===== src/inc/pdsi_pkg.sv =====
// Package: shared constants and types of the parallel digital set-point input
`default_nettype none
package pdsi_pkg;
  // Input method selector codes
  localparam logic [13:0] SEL_BCD3 = 14'd0;
  localparam logic [13:0] SEL_BIN12 = 14'd1;
  localparam logic [13:0] SEL_BCD3_COMP = 14'd2;
  localparam logic [13:0] SEL_BIN12_COMP = 14'd3;
  localparam logic [13:0] SEL_TRQ12 = 14'd4;
  localparam logic [13:0] SEL_BCD4 = 14'd10;
  localparam logic [13:0] SEL_BIN16 = 14'd11;
  localparam logic [13:0] SEL_BCD4_COMP = 14'd12;
  localparam logic [13:0] SEL_BIN16_COMP = 14'd13;
  localparam logic [13:0] SEL_TRQ16 = 14'd14;
  localparam logic [13:0] SEL_OFF = 14'd9999;
  // Read timing codes
  localparam logic [3:0] RT_CONT = 4'd0;
  localparam logic [3:0] RT_STROBE = 4'd1;
  localparam logic [3:0] RT_FILTER = 4'd10;
  // Gain value meaning direct mode, and defaults (0.01 Hz units)
  localparam logic [15:0] GAIN_DIRECT = 16'd9999;
  localparam logic [15:0] GAIN_DEFAULT = 16'd6000;
  localparam logic [15:0] GAIN_DEFAULT_REGIONAL = 16'd5000;
  localparam logic [15:0] BIAS_DEFAULT = 16'd0;
  localparam logic [15:0] FREQ_LIMIT = 16'd40000;
  // Full-scale decoded values
  localparam logic [15:0] FS_BCD3 = 16'd999;
  localparam logic [15:0] FS_BCD4 = 16'd9999;
  localparam logic [15:0] FS_BIN12 = 16'h0FFF;
  localparam logic [15:0] FS_BIN16 = 16'hFFFF;
  // Filter settle time and cycle count at 10 MHz
  localparam int FILTER_TIME_US = 10;
  localparam int CLK_MHZ = 10;
  localparam int FILTER_CYCLES = FILTER_TIME_US * CLK_MHZ;
  localparam logic [1:0] INCR_DEFAULT = 2'd1;
  // Parameter port addresses
  localparam logic [3:0] A_METHOD = 4'h0;
  localparam logic [3:0] A_TIMING = 4'h1;
  localparam logic [3:0] A_BCD_BIAS = 4'h2;
  localparam logic [3:0] A_BCD_GAIN = 4'h3;
  localparam logic [3:0] A_BIN_BIAS = 4'h4;
  localparam logic [3:0] A_BIN_GAIN = 4'h5;
  localparam logic [3:0] A_INCR = 4'h6;
  localparam logic [3:0] A_WORD = 4'h7;
  localparam logic [3:0] A_STATUS = 4'h8;
  // Scaler states
  typedef enum logic [1:0] {PDSI_IDLE, PDSI_DIV, PDSI_DONE} pdsi_state_e;
endpackage
`default_nettype wire


===== src/inc/pdsi_scale_if.sv =====
// Interface: request and answer between the decoder and the scaler
`timescale 1ns/10ps
`default_nettype none
interface pdsi_scale_if;
  logic start;
  logic [15:0] value;
  logic [15:0] full_scale;
  logic [15:0] bias;
  logic [15:0] gain;
  logic done;
  logic [15:0] result;
  modport req (output start, value, full_scale, bias, gain, input done, result);
  modport srv (input start, value, full_scale, bias, gain, output done, result);
endinterface
`default_nettype wire


===== src/hdl/pdsi_top.sv =====
// Top: parallel digital set-point input decoding, latching and scaling
//
// What this block does
// - Selector picks 3/4-digit BCD or 12/16-bit binary; 9999 disables all.
// - Settings 4 and 14 give a binary torque command, not a set-point.
// - Only settings 2, 3, 12, 13 add the analog compensation input.
// - Settings 0 to 4 ignore input bits 12 to 15.
// - Binary reads the word as hex; BCD reads each nibble as a digit.
// - Read timing 0 (reset default) samples continuously, unfiltered.
// - Read timing 1 captures only while the read strobe is high.
// - Read timing 1 holds the last captured value while the strobe is low.
// - Read timing 10 samples continuously through a skew filter.
// - Read timing 1, strobe low since reset: word is zero, output is bias.
// - Bias sets frequency at zero input; separate BCD and binary bias.
// - Gain sets frequency at full scale; separate BCD and binary gain.
// - Gain defaults to 60 Hz (50 Hz regional); gain writes above 400 Hz are clamped to 400 Hz.
// - Gain 9999 uses the decoded value directly as the frequency.
// - In direct mode the matching bias has no effect and cannot be set.
// - Increment setting writes are refused while the drive runs.
// - Bulk parameter clear leaves the increment setting unchanged.
// - A BCD digit above 9 is rejected; the last valid value is kept.
//
// The implementer's own choices: the address map and the address-and-strobe port.
`timescale 1ns/10ps
`default_nettype none
module pdsi_top
  import pdsi_pkg::*;
#(
  parameter int WIDTH = 16,
  parameter bit REGIONAL = 1'b0,
  parameter int SETTLE = FILTER_CYCLES
)
(
  // Clock and reset
  input wire logic ref_clk_i,
  input wire logic rst_b_i,
  // Parallel input lines and strobe
  input wire logic [WIDTH-1:0] parallel_input_bits_i,
  input wire logic read_strobe_i,
  // Analog compensation and drive status
  input wire logic [15:0] analog_comp_i,
  input wire logic drive_running_i,
  input wire logic param_clear_i,
  // Parameter write port
  input wire logic [3:0] addr_i,
  input wire logic [15:0] wdata_i,
  input wire logic wr_i,
  input wire logic rd_i,
  output logic [15:0] rdata_o,
  // Results
  output logic [15:0] setpoint_o,
  output logic setpoint_valid_o,
  output logic [15:0] torque_cmd_o,
  output logic torque_valid_o,
  output logic [1:0] input_unit_increment_o
);
  // Gain reset value follows the regional variant
  localparam logic [15:0] GAIN_RST = REGIONAL ? GAIN_DEFAULT_REGIONAL : GAIN_DEFAULT;

  logic [13:0] input_method_select;
  logic [3:0] read_timing_select;
  logic [15:0] bcd_bias_setting;
  logic [15:0] bcd_gain_setting;
  logic [15:0] binary_bias_setting;
  logic [15:0] binary_gain_setting;
  logic [1:0] input_unit_increment;
  logic [15:0] captured;
  logic [15:0] filtered;
  logic [15:0] masked;
  logic [15:0] decoded;
  logic [15:0] last_valid;
  logic [15:0] full_scale;
  logic is_bcd;
  logic is_wide;
  logic is_torque;
  logic enabled;
  logic comp_on;
  logic digits_ok;
  logic [15:0] bias_sel;
  logic [15:0] gain_sel;
  logic busy;
  logic [16:0] sum;
  pdsi_scale_if sc ();

  // Mode decode from the selector
  assign enabled = input_method_select != SEL_OFF;
  assign is_wide = input_method_select >= SEL_BCD4;
  assign is_torque = input_method_select == SEL_TRQ12 || input_method_select == SEL_TRQ16;
  assign is_bcd = input_method_select == SEL_BCD3 || input_method_select == SEL_BCD3_COMP ||
                  input_method_select == SEL_BCD4 || input_method_select == SEL_BCD4_COMP;
  assign comp_on = input_method_select == SEL_BCD3_COMP || input_method_select == SEL_BIN12_COMP ||
                   input_method_select == SEL_BCD4_COMP || input_method_select == SEL_BIN16_COMP;
  assign full_scale = is_bcd ? (is_wide ? FS_BCD4 : FS_BCD3) : (is_wide ? FS_BIN16 : FS_BIN12);
  assign bias_sel = is_bcd ? bcd_bias_setting : binary_bias_setting;
  assign gain_sel = is_bcd ? bcd_gain_setting : binary_gain_setting;

  // Parameter writes; gains 9999 lock the matching bias, increment locked while running
  always_ff @(posedge ref_clk_i)
  begin
    if (!rst_b_i)
    begin
      input_method_select <= SEL_OFF;
      read_timing_select <= RT_CONT;
      bcd_bias_setting <= BIAS_DEFAULT;
      bcd_gain_setting <= GAIN_RST;
      binary_bias_setting <= BIAS_DEFAULT;
      binary_gain_setting <= GAIN_RST;
    end
    else if (param_clear_i)
    begin
      input_method_select <= SEL_OFF;
      read_timing_select <= RT_CONT;
      bcd_bias_setting <= BIAS_DEFAULT;
      bcd_gain_setting <= GAIN_RST;
      binary_bias_setting <= BIAS_DEFAULT;
      binary_gain_setting <= GAIN_RST;
    end
    else if (wr_i)
    begin
      if (addr_i == A_METHOD)
      begin
        input_method_select <= wdata_i[13:0];
      end
      else if (addr_i == A_TIMING)
      begin
        read_timing_select <= wdata_i[3:0];
      end
      else if (addr_i == A_BCD_BIAS && bcd_gain_setting != GAIN_DIRECT)
      begin
        bcd_bias_setting <= (wdata_i > FREQ_LIMIT) ? FREQ_LIMIT : wdata_i;
      end
      else if (addr_i == A_BCD_GAIN)
      begin
        bcd_gain_setting <= (wdata_i > FREQ_LIMIT && wdata_i != GAIN_DIRECT) ? FREQ_LIMIT : wdata_i;
      end
      else if (addr_i == A_BIN_BIAS && binary_gain_setting != GAIN_DIRECT)
      begin
        binary_bias_setting <= (wdata_i > FREQ_LIMIT) ? FREQ_LIMIT : wdata_i;
      end
      else if (addr_i == A_BIN_GAIN)
      begin
        binary_gain_setting <= (wdata_i > FREQ_LIMIT && wdata_i != GAIN_DIRECT) ? FREQ_LIMIT : wdata_i;
      end
    end
  end

  // Increment setting: parameter clear never touches it, writes refused while running
  always_ff @(posedge ref_clk_i)
  begin
    if (!rst_b_i)
    begin
      input_unit_increment <= INCR_DEFAULT;
    end
    else if (wr_i && addr_i == A_INCR && !drive_running_i)
    begin
      input_unit_increment <= wdata_i[1:0];
    end
  end

  // Skew filter for read timing 10
  pdsi_input_filter #(.WIDTH(WIDTH), .SETTLE(SETTLE)) u_filter (
    .ref_clk_i(ref_clk_i),
    .rst_b_i(rst_b_i),
    .raw_i(parallel_input_bits_i),
    .settled_o(filtered)
  );

  // Word capture; reset to zero so strobe-low power-up gives bias
  always_ff @(posedge ref_clk_i)
  begin
    if (!rst_b_i)
    begin
      captured <= '0;
    end
    else if (read_timing_select == RT_FILTER)
    begin
      captured <= filtered;
    end
    else if (read_timing_select == RT_STROBE)
    begin
      if (read_strobe_i)
      begin
        captured <= parallel_input_bits_i;
      end
    end
    else
    begin
      captured <= parallel_input_bits_i;
    end
  end

  // Upper lines dropped in narrow modes, then decoded
  assign masked = is_wide ? captured : {4'h0, captured[11:0]};
  assign digits_ok = masked[3:0] <= 4'd9 && masked[7:4] <= 4'd9 &&
                     masked[11:8] <= 4'd9 && masked[15:12] <= 4'd9;
  assign decoded = is_bcd ? 16'(masked[3:0] + 16'd10 * masked[7:4] + 16'd100 * masked[11:8] +
                   16'd1000 * masked[15:12]) : masked;

  // Last valid decoded value survives a bad BCD digit
  always_ff @(posedge ref_clk_i)
  begin
    if (!rst_b_i)
    begin
      last_valid <= '0;
    end
    else if (!is_bcd || digits_ok)
    begin
      last_valid <= decoded;
    end
  end

  // Start a new scaling pass whenever the scaler is idle in a scaled frequency mode
  assign sc.value = last_valid;
  assign sc.full_scale = full_scale;
  assign sc.bias = bias_sel;
  assign sc.gain = gain_sel;
  always_ff @(posedge ref_clk_i)
  begin
    if (!rst_b_i)
    begin
      busy <= 1'b0;
      sc.start <= 1'b0;
    end
    else
    begin
      sc.start <= 1'b0;
      if (sc.done)
      begin
        busy <= 1'b0;
      end
      else if (!busy && enabled && !is_torque && gain_sel != GAIN_DIRECT)
      begin
        sc.start <= 1'b1;
        busy <= 1'b1;
      end
    end
  end

  pdsi_scaler u_scaler (
    .ref_clk_i(ref_clk_i),
    .rst_b_i(rst_b_i),
    .sc(sc)
  );

  // Add compensation only in comp modes; direct mode bypasses scaling
  assign sum = 17'(gain_sel == GAIN_DIRECT ? last_valid : sc.result) + (comp_on ? 17'(analog_comp_i) : 17'd0);

  // Set-point and torque outputs
  always_ff @(posedge ref_clk_i)
  begin
    if (!rst_b_i)
    begin
      setpoint_o <= '0;
      setpoint_valid_o <= 1'b0;
      torque_cmd_o <= '0;
      torque_valid_o <= 1'b0;
    end
    else
    begin
      setpoint_valid_o <= enabled && !is_torque;
      torque_valid_o <= enabled && is_torque;
      torque_cmd_o <= is_torque ? masked : 16'h0000;
      if (enabled && !is_torque && (gain_sel == GAIN_DIRECT || sc.done))
      begin
        setpoint_o <= sum[16] ? 16'hFFFF : sum[15:0];
      end
      else if (!enabled || is_torque)
      begin
        setpoint_o <= 16'h0000;
      end
    end
  end

  assign input_unit_increment_o = input_unit_increment;

  // Read-back, one cycle after the read strobe
  always_ff @(posedge ref_clk_i)
  begin
    if (!rst_b_i)
    begin
      rdata_o <= '0;
    end
    else if (rd_i)
    begin
      if (addr_i == A_METHOD)
        rdata_o <= {2'b00, input_method_select};
      else if (addr_i == A_TIMING)
        rdata_o <= {12'h000, read_timing_select};
      else if (addr_i == A_BCD_BIAS)
        rdata_o <= bcd_bias_setting;
      else if (addr_i == A_BCD_GAIN)
        rdata_o <= bcd_gain_setting;
      else if (addr_i == A_BIN_BIAS)
        rdata_o <= binary_bias_setting;
      else if (addr_i == A_BIN_GAIN)
        rdata_o <= binary_gain_setting;
      else if (addr_i == A_INCR)
        rdata_o <= {14'h0000, input_unit_increment};
      else if (addr_i == A_WORD)
        rdata_o <= captured;
      else if (addr_i == A_STATUS)
        rdata_o <= {12'h000, busy, digits_ok, is_torque, enabled};
      else
        rdata_o <= 16'h0000;
    end
  end
endmodule
`default_nettype wire


===== src/hdl/pdsi_input_filter.sv =====
// Input filter: passes a word on only after it has stood still for a set time
`timescale 1ns/10ps
`default_nettype none
module pdsi_input_filter
  import pdsi_pkg::*;
#(
  parameter int WIDTH = 16,
  parameter int SETTLE = FILTER_CYCLES
)
(
  // Clock and reset
  input wire logic ref_clk_i,
  input wire logic rst_b_i,
  // Raw and settled word
  input wire logic [WIDTH-1:0] raw_i,
  output logic [WIDTH-1:0] settled_o
);
  // Counter sized from the settle time so a long filter never wraps
  localparam int CW = $clog2(SETTLE + 1);
  logic [WIDTH-1:0] last;
  logic [CW-1:0] count;

  // Restart the count on every change so line skew never leaks through
  always_ff @(posedge ref_clk_i)
  begin
    if (!rst_b_i)
    begin
      last <= '0;
      count <= '0;
    end
    else if (raw_i != last)
    begin
      last <= raw_i;
      count <= '0;
    end
    else if (count != CW'(SETTLE))
    begin
      count <= count + CW'(1);
    end
  end

  // Settled output updates once the word was stable long enough
  always_ff @(posedge ref_clk_i)
  begin
    if (!rst_b_i)
    begin
      settled_o <= '0;
    end
    else if (count == CW'(SETTLE))
    begin
      settled_o <= last;
    end
  end
endmodule
`default_nettype wire


===== src/hdl/pdsi_scaler.sv =====
// Scaler: linear bias/gain interpolation by a serial divider
`timescale 1ns/10ps
`default_nettype none
module pdsi_scaler
  import pdsi_pkg::*;
(
  // Clock and reset
  input wire logic ref_clk_i,
  input wire logic rst_b_i,
  // Request from the decoder
  pdsi_scale_if.srv sc
);
  pdsi_state_e state;
  logic [47:0] rem;
  logic [31:0] quot;
  logic [5:0] bitn;
  logic [15:0] base;
  logic neg;
  logic [47:0] trial;

  // Shifted remainder for the trial subtract of the divisor
  assign trial = {rem[46:0], 1'b0};

  // Restoring divide of value*|gain-bias| by full scale, 32 steps
  always_ff @(posedge ref_clk_i)
  begin
    if (!rst_b_i)
    begin
      state <= PDSI_IDLE;
      rem <= '0;
      quot <= '0;
      bitn <= '0;
      base <= '0;
      neg <= 1'b0;
      sc.result <= '0;
      sc.done <= 1'b0;
    end
    else
    begin
      sc.done <= 1'b0;
      case (state)
        PDSI_IDLE:
        begin
          if (sc.start)
          begin
            neg <= sc.gain < sc.bias;
            base <= sc.bias;
            rem <= '0;
            quot <= 32'(sc.value) * 32'((sc.gain < sc.bias) ? 16'(sc.bias - sc.gain) : 16'(sc.gain - sc.bias));
            bitn <= 6'd0;
            state <= PDSI_DIV;
          end
        end
        PDSI_DIV:
        begin
          if (({trial[47:1], quot[31]}) >= {32'd0, sc.full_scale})
          begin
            rem <= {trial[47:1], quot[31]} - {32'd0, sc.full_scale};
            quot <= {quot[30:0], 1'b1};
          end
          else
          begin
            rem <= {trial[47:1], quot[31]};
            quot <= {quot[30:0], 1'b0};
          end
          bitn <= bitn + 6'd1;
          if (bitn == 6'd31)
          begin
            state <= PDSI_DONE;
          end
        end
        default:
        begin
          sc.result <= neg ? 16'(base - quot[15:0]) : 16'(base + quot[15:0]);
          sc.done <= 1'b1;
          state <= PDSI_IDLE;
        end
      endcase
    end
  end
endmodule
`default_nettype wire


===== config.mk =====
export PLATFORM = sky130hd
export DESIGN_NAME = pdsi_top
export DESIGN_NICKNAME = d
export VERILOG_FILES = /design/src/inc/pdsi_pkg.sv /design/src/inc/pdsi_scale_if.sv /design/src/hdl/pdsi_top.sv /design/src/hdl/pdsi_input_filter.sv /design/src/hdl/pdsi_scaler.sv
export SDC_FILE = /design/constraint.sdc
export NUM_CORES = 2
export LEC_CHECK = 0
export BUFFER_PORTS_ARGS = -buffer_cell sky130_fd_sc_hd__buf_2
export CAP_MARGIN = 25
export CORE_MARGIN = 1.5
export CORE_UTILIZATION = 55
export DETAILED_ROUTE_END_ITERATION = 16
export GPL_TIMING_DRIVEN = 1
export HOLD_SLACK_MARGIN = 0.08
export PLACE_DENSITY = 0.81
export SETUP_SLACK_MARGIN = 0.02
export SLEW_MARGIN = 20
export SYNTH_ARGS = -nofsm -noshare
export SYNTH_HDL_FRONTEND = slang
export SYNTH_HIERARCHICAL = 1
export SYNTH_SLANG_ARGS = --single-unit

===== constraint.sdc =====
create_clock -name ref_clk_i -period 31.4 [get_ports ref_clk_i]
set_input_delay 1.57 -clock ref_clk_i [delete_from_list [all_inputs] [get_ports ref_clk_i]]
set_output_delay 1.57 -clock ref_clk_i [all_outputs]
set_load 0.05 [all_outputs]

==> summary by stage <==
STA
The final-report setup violation count is 0. Setup repair after global routing left no endpoint under its margin. The final count of pins violating max slew came to 0. The maximum operating frequency is about 85 MHz. The worst pin sits at a relative slew slack of 25.93%. The final critical-path required period is between 10 and 15 ns.

After layout, the worst setup slack is between 15 and 20 ns. The worst clock skew is approximately 0.027 ns. The worst path uses 37.36% of the clock period. The sum of negative setup slack is 0 ns. The slew of the pin with the lowest slew margin is approximately 1.1 ns. The final count of hold timing violations is 0.

Drt
The top layer reached by signal wires is met4. In the detailed route, the total length drawn on met2 is 36.70 mm. The post-detailed-route DRC marker count is 0. The violation count after the first detailed-routing iteration is ~2600. The count of nets left with antenna violations after detail routing is 0.

Using the TritonRoute via totals, the vias-per-cell ratio works out to roughly 6.1. The average wire length per cell after detail routing is between 15 and 20 µm. The wire length on met3 is approximately 7.5 mm. The routed wire length is ~83 mm. After detailed routing, the wire length on met1 is between 30 and 40 mm. The number of detailed-route iterations in the first pass is 7.

The detailed router placed 26342 vias in this run.

Finish
The share of final-layout standard cells stronger than drive strength 1 is 9.193%. Leaving out fill and tap cells, the most frequent cells in the layout are nand2_1, inv_1, dfxtp_1. The number of antenna diodes in the final layout is 0. The area added between synthesis and finish is 7.551%.

The most common cell after layout, fill and taps aside is nand2_1. The total number of nets in the final design is slightly above 4000.

Synthesis
The number of warning messages in the yosys log is 6. The cell count after synthesis came out at approximately 3600. After synthesis the netlist holds a flip-flop and latch count of between 300 and 400. The count of flip-flops with a built-in enable after synthesis is 0.

The count of distinct cell types in the synthesized netlist is 98. The top-area cell type share of the netlist area is between 20% and 30%. The cell area that synthesis handed to floorplanning was 29960 µm².

For this run, the leading register cell type out of synthesis is dfxtp_1. Sorting the synthesized cells by area gives the leading types as dfxtp_1, fa_1, ha_1, nand2_1, inv_1. A synthesized cell averages a little over 8 µm². The cell type contributing the most total cell area after synthesis is dfxtp_1. After synthesis, the share of flip-flops with an asynchronous set or reset is 0%. The share of the Yosys chip area taken by registers is 21.92%.

Power
The analysis attributes to net switching a power of roughly 430 µW. The total power divided by cell area is slightly below 40 nW/µm². Of the total power, the share spent switching nets is roughly 34%. The leakage power summed over all cells is 0.01456 µW. Internal power comes to between 800 and 900 µW.

The clock network accounts for between 30% and 40% of the total power. The peak supply drop is roughly 0.000038 V. The relative contribution of combinational cells to total power is about 29%. Sequential cells burn roughly a third of the power.

Worst setup path
The critical path start-end classification is reg2reg. Among cell families on the critical path, the largest total delay comes from adder cells. Along the worst path, the maximum fanout reaches between 50 and 60. The critical path's largest stage delay is 0.85 ns. STA classifies the critical path endpoint as a flop. The startpoint type of the worst setup path is a flop.

Data on the critical path is required at its endpoint by 31.83 ns. The buffers plus inverters on the worst setup path is 5. The most numerous cell type found on the critical path is fa_1. The worst setup slack for register-to-register paths is 19.67 ns. On the critical path, the stage with the largest delay is an instance of ha_1. The arrival time of data at the critical path endpoint is approximately 12 ns.

Min path
The tightest min-delay check is of the reg2reg type.

Clocking
For this design, the CTS-stage hold fixing added 0 buffers. Clock-pin slew was measured on the worst setup and hold paths at roughly 0.060 ns. TritonCTS built the clock tree.

The TritonCTS sink count is between 300 and 400. The number of clock buffers added by TritonCTS is 37. The longest clock path from root to sink contains 3 buffers. The number of gates resized after cts is 0. The total number of H-tree levels is 2. The buffers inserted during post-CTS setup optimization is 0. The clock latency on the worst-skew pair is between 0.5 and 0.6 ns. The clock root buffer is clkbuf_16.

Global routing
The initial antenna violation count is 1. The total overflow left after global routing is 0. The number of global-route vias before repair is between 20000 and 30000. The first global-routing pass estimated ~130 mm of wire. The pin count of the biggest net entering global routing is around 150.

Global routing used between 20 and 30% of the available tracks.

Floorplanning
The count of boundary I/O pins is about 110. Measured along the y axis, the die boundary spans about 240 µm. The die outline area is approximately 56000 µm². The x dimension of the die is about 240 µm.

The area of the placeable core is 53810 µm². The starting density of the core is 55.67%. After floorplanning, the core was divided into 85 placement rows.

Placed design
OpenSTA, run right after detailed placement, puts the worst setup slack at between 15 and 20 ns. During placement, the flow inserted port buffers numbering 110. After legalization and detailed placement, the total HPWL measured 61.02 mm.

At the end of routability-driven placement, the weighted congestion stood at about 1.

Outcome
The flow ran to the end, and the final reports show no timing, DRC or antenna violations.

Flow run
The max-cap violation count is 0.
per-stage QoR:
step / std cells / area (µm²) / power [µW] / util [%] / hold slack (ns)
3_3_place_gp: 4271 / 30950 / 793.3 / 57.52 / 0.4279
3_5_place_dp: 4274 / 30980 / 801.3 / 57.57 / 0.4467
5_1_grt: 4340 / 32220 / 1312 / 59.87 / 0.4781
4_1_cts: 4340 / 32220 / 1249 / 59.87 / 0.4553
6_report: 4340 / 32220 / 1250 / 59.87 / 0.4527
2_1_floorplan: 3623 / 29980 / 714.8 / - / 0.4133
worst register-to-register path, delay by kind of cell (launching register included):
kind	cells	cell delay [ns]
xor+xnor	1	0.19
mux	1	0.43
flops	1	0.33
fa+ha+maj	8	4.38
buf+inv	5	1.15
simple gates	11	2.55
compound gates	8	2.56
synth_stat cells (14+ instances only):
library cell    n
nand4_1        26
a21boi_0       55
a31oi_1        14
clkbuf_1      172
fa_1          216
and2_1        112
nor2b_1        63
o21ai_0       169
nand2_1       526
o211ai_1       28
a211oi_1       48
a41oi_1        14
and3_1         28
nor4_1         22
mux2i_1        78
nand3_1        70
a22oi_1        21
a21oi_1       164
ha_1          243
xnor2_1        88
or3_1          21
mux2_2         43
a22o_1         18
dfxtp_1       328
a21o_1         46
or2_2          16
nor2_1        160
nor3_1         60
inv_1         357
nand2b_1       62
o21a_1         52
xor2_1         48
worst paths after layout:
kind	depth (start not counted)	start	endpoint
max	34	input_method_select[4]$_SDFFE_PP0P_	u_scaler/quot[29]$_SDFFE_PN0P_
max reg2reg	34	input_method_select[4]$_SDFFE_PP0P_	u_scaler/quot[29]$_SDFFE_PN0P_
min	2	u_scaler/rem[46]$_SDFFE_PN0P_	u_scaler/rem[46]$_SDFFE_PN0P_
min reg2reg	2	u_scaler/rem[46]$_SDFFE_PN0P_	u_scaler/rem[46]$_SDFFE_PN0P_
cells by family (layout without fill, tap and decap cells):
| logic type | after synthesis | after routing | synth area share [%] |
|---|---|---|---|
| DFF | 328 | 328 | 21.92 |
| AOI/OAI and AO/OA | 780 | 780 | 17.77 |
| buffers and inverters | 560 | 581 | 7.271 |
| other | 1 | 6 | 0.01252 |
| xor gates and xnor gates | 136 | 136 | 3.976 |
| muxes | 124 | 124 | 4.448 |
| adders and majority gates | 459 | 459 | 24.58 |
| and+or+nand+nor | 1230 | 1230 | 20.02 |
registers in the layout (all words and copies together), names as in the netlist, 2 cells and up:
name                    cells
captured                   16
torque_cmd_o               16
bcd_bias_setting           16
binary_bias_setting        16
read_timing_select          4
u_filter/count              7
setpoint_o                 16
u_filter/settled_o         16
u_scaler/state              2
u_scaler/bitn               6
binary_gain_setting        16
u_scaler/base              16
last_valid                 16
u_scaler/rem               47
rdata_o                    16
u_filter/last              16
u_scaler/sc.result         16
bcd_gain_setting           16
input_unit_increment_o      2
u_scaler/quot              32
input_method_select        14
metal layers:
layer	GRT usage, %	vias up
met3	4.892	207
met2	45.42	1232
met1	40.63	12567
met4	11.71	0
li1	-	12336
met5	0	-
power groups by stage:
stage	sequential [µW]	combinational (µW)	clock [µW]
detailed placement	446	356	0
global route	437	406	469
CTS	436	361	452
finish	437	365	448
floorplan	443	272	0
global placement	445	348	0
final cells by class:
cell class | instances | area [µm²]
Clock buffer | 48 | 1037
Clock inverter | 18 | 200.2
Fill cell | 4631 | 21590
Inverter | 358 | 1344
Multi-Input combinational cell | 2735 | 21280
Sequential cell | 328 | 6566
Tap cell | 696 | 870.8
Timing Repair Buffer | 157 | 923.4
Power figures use the tool's default switching activity.
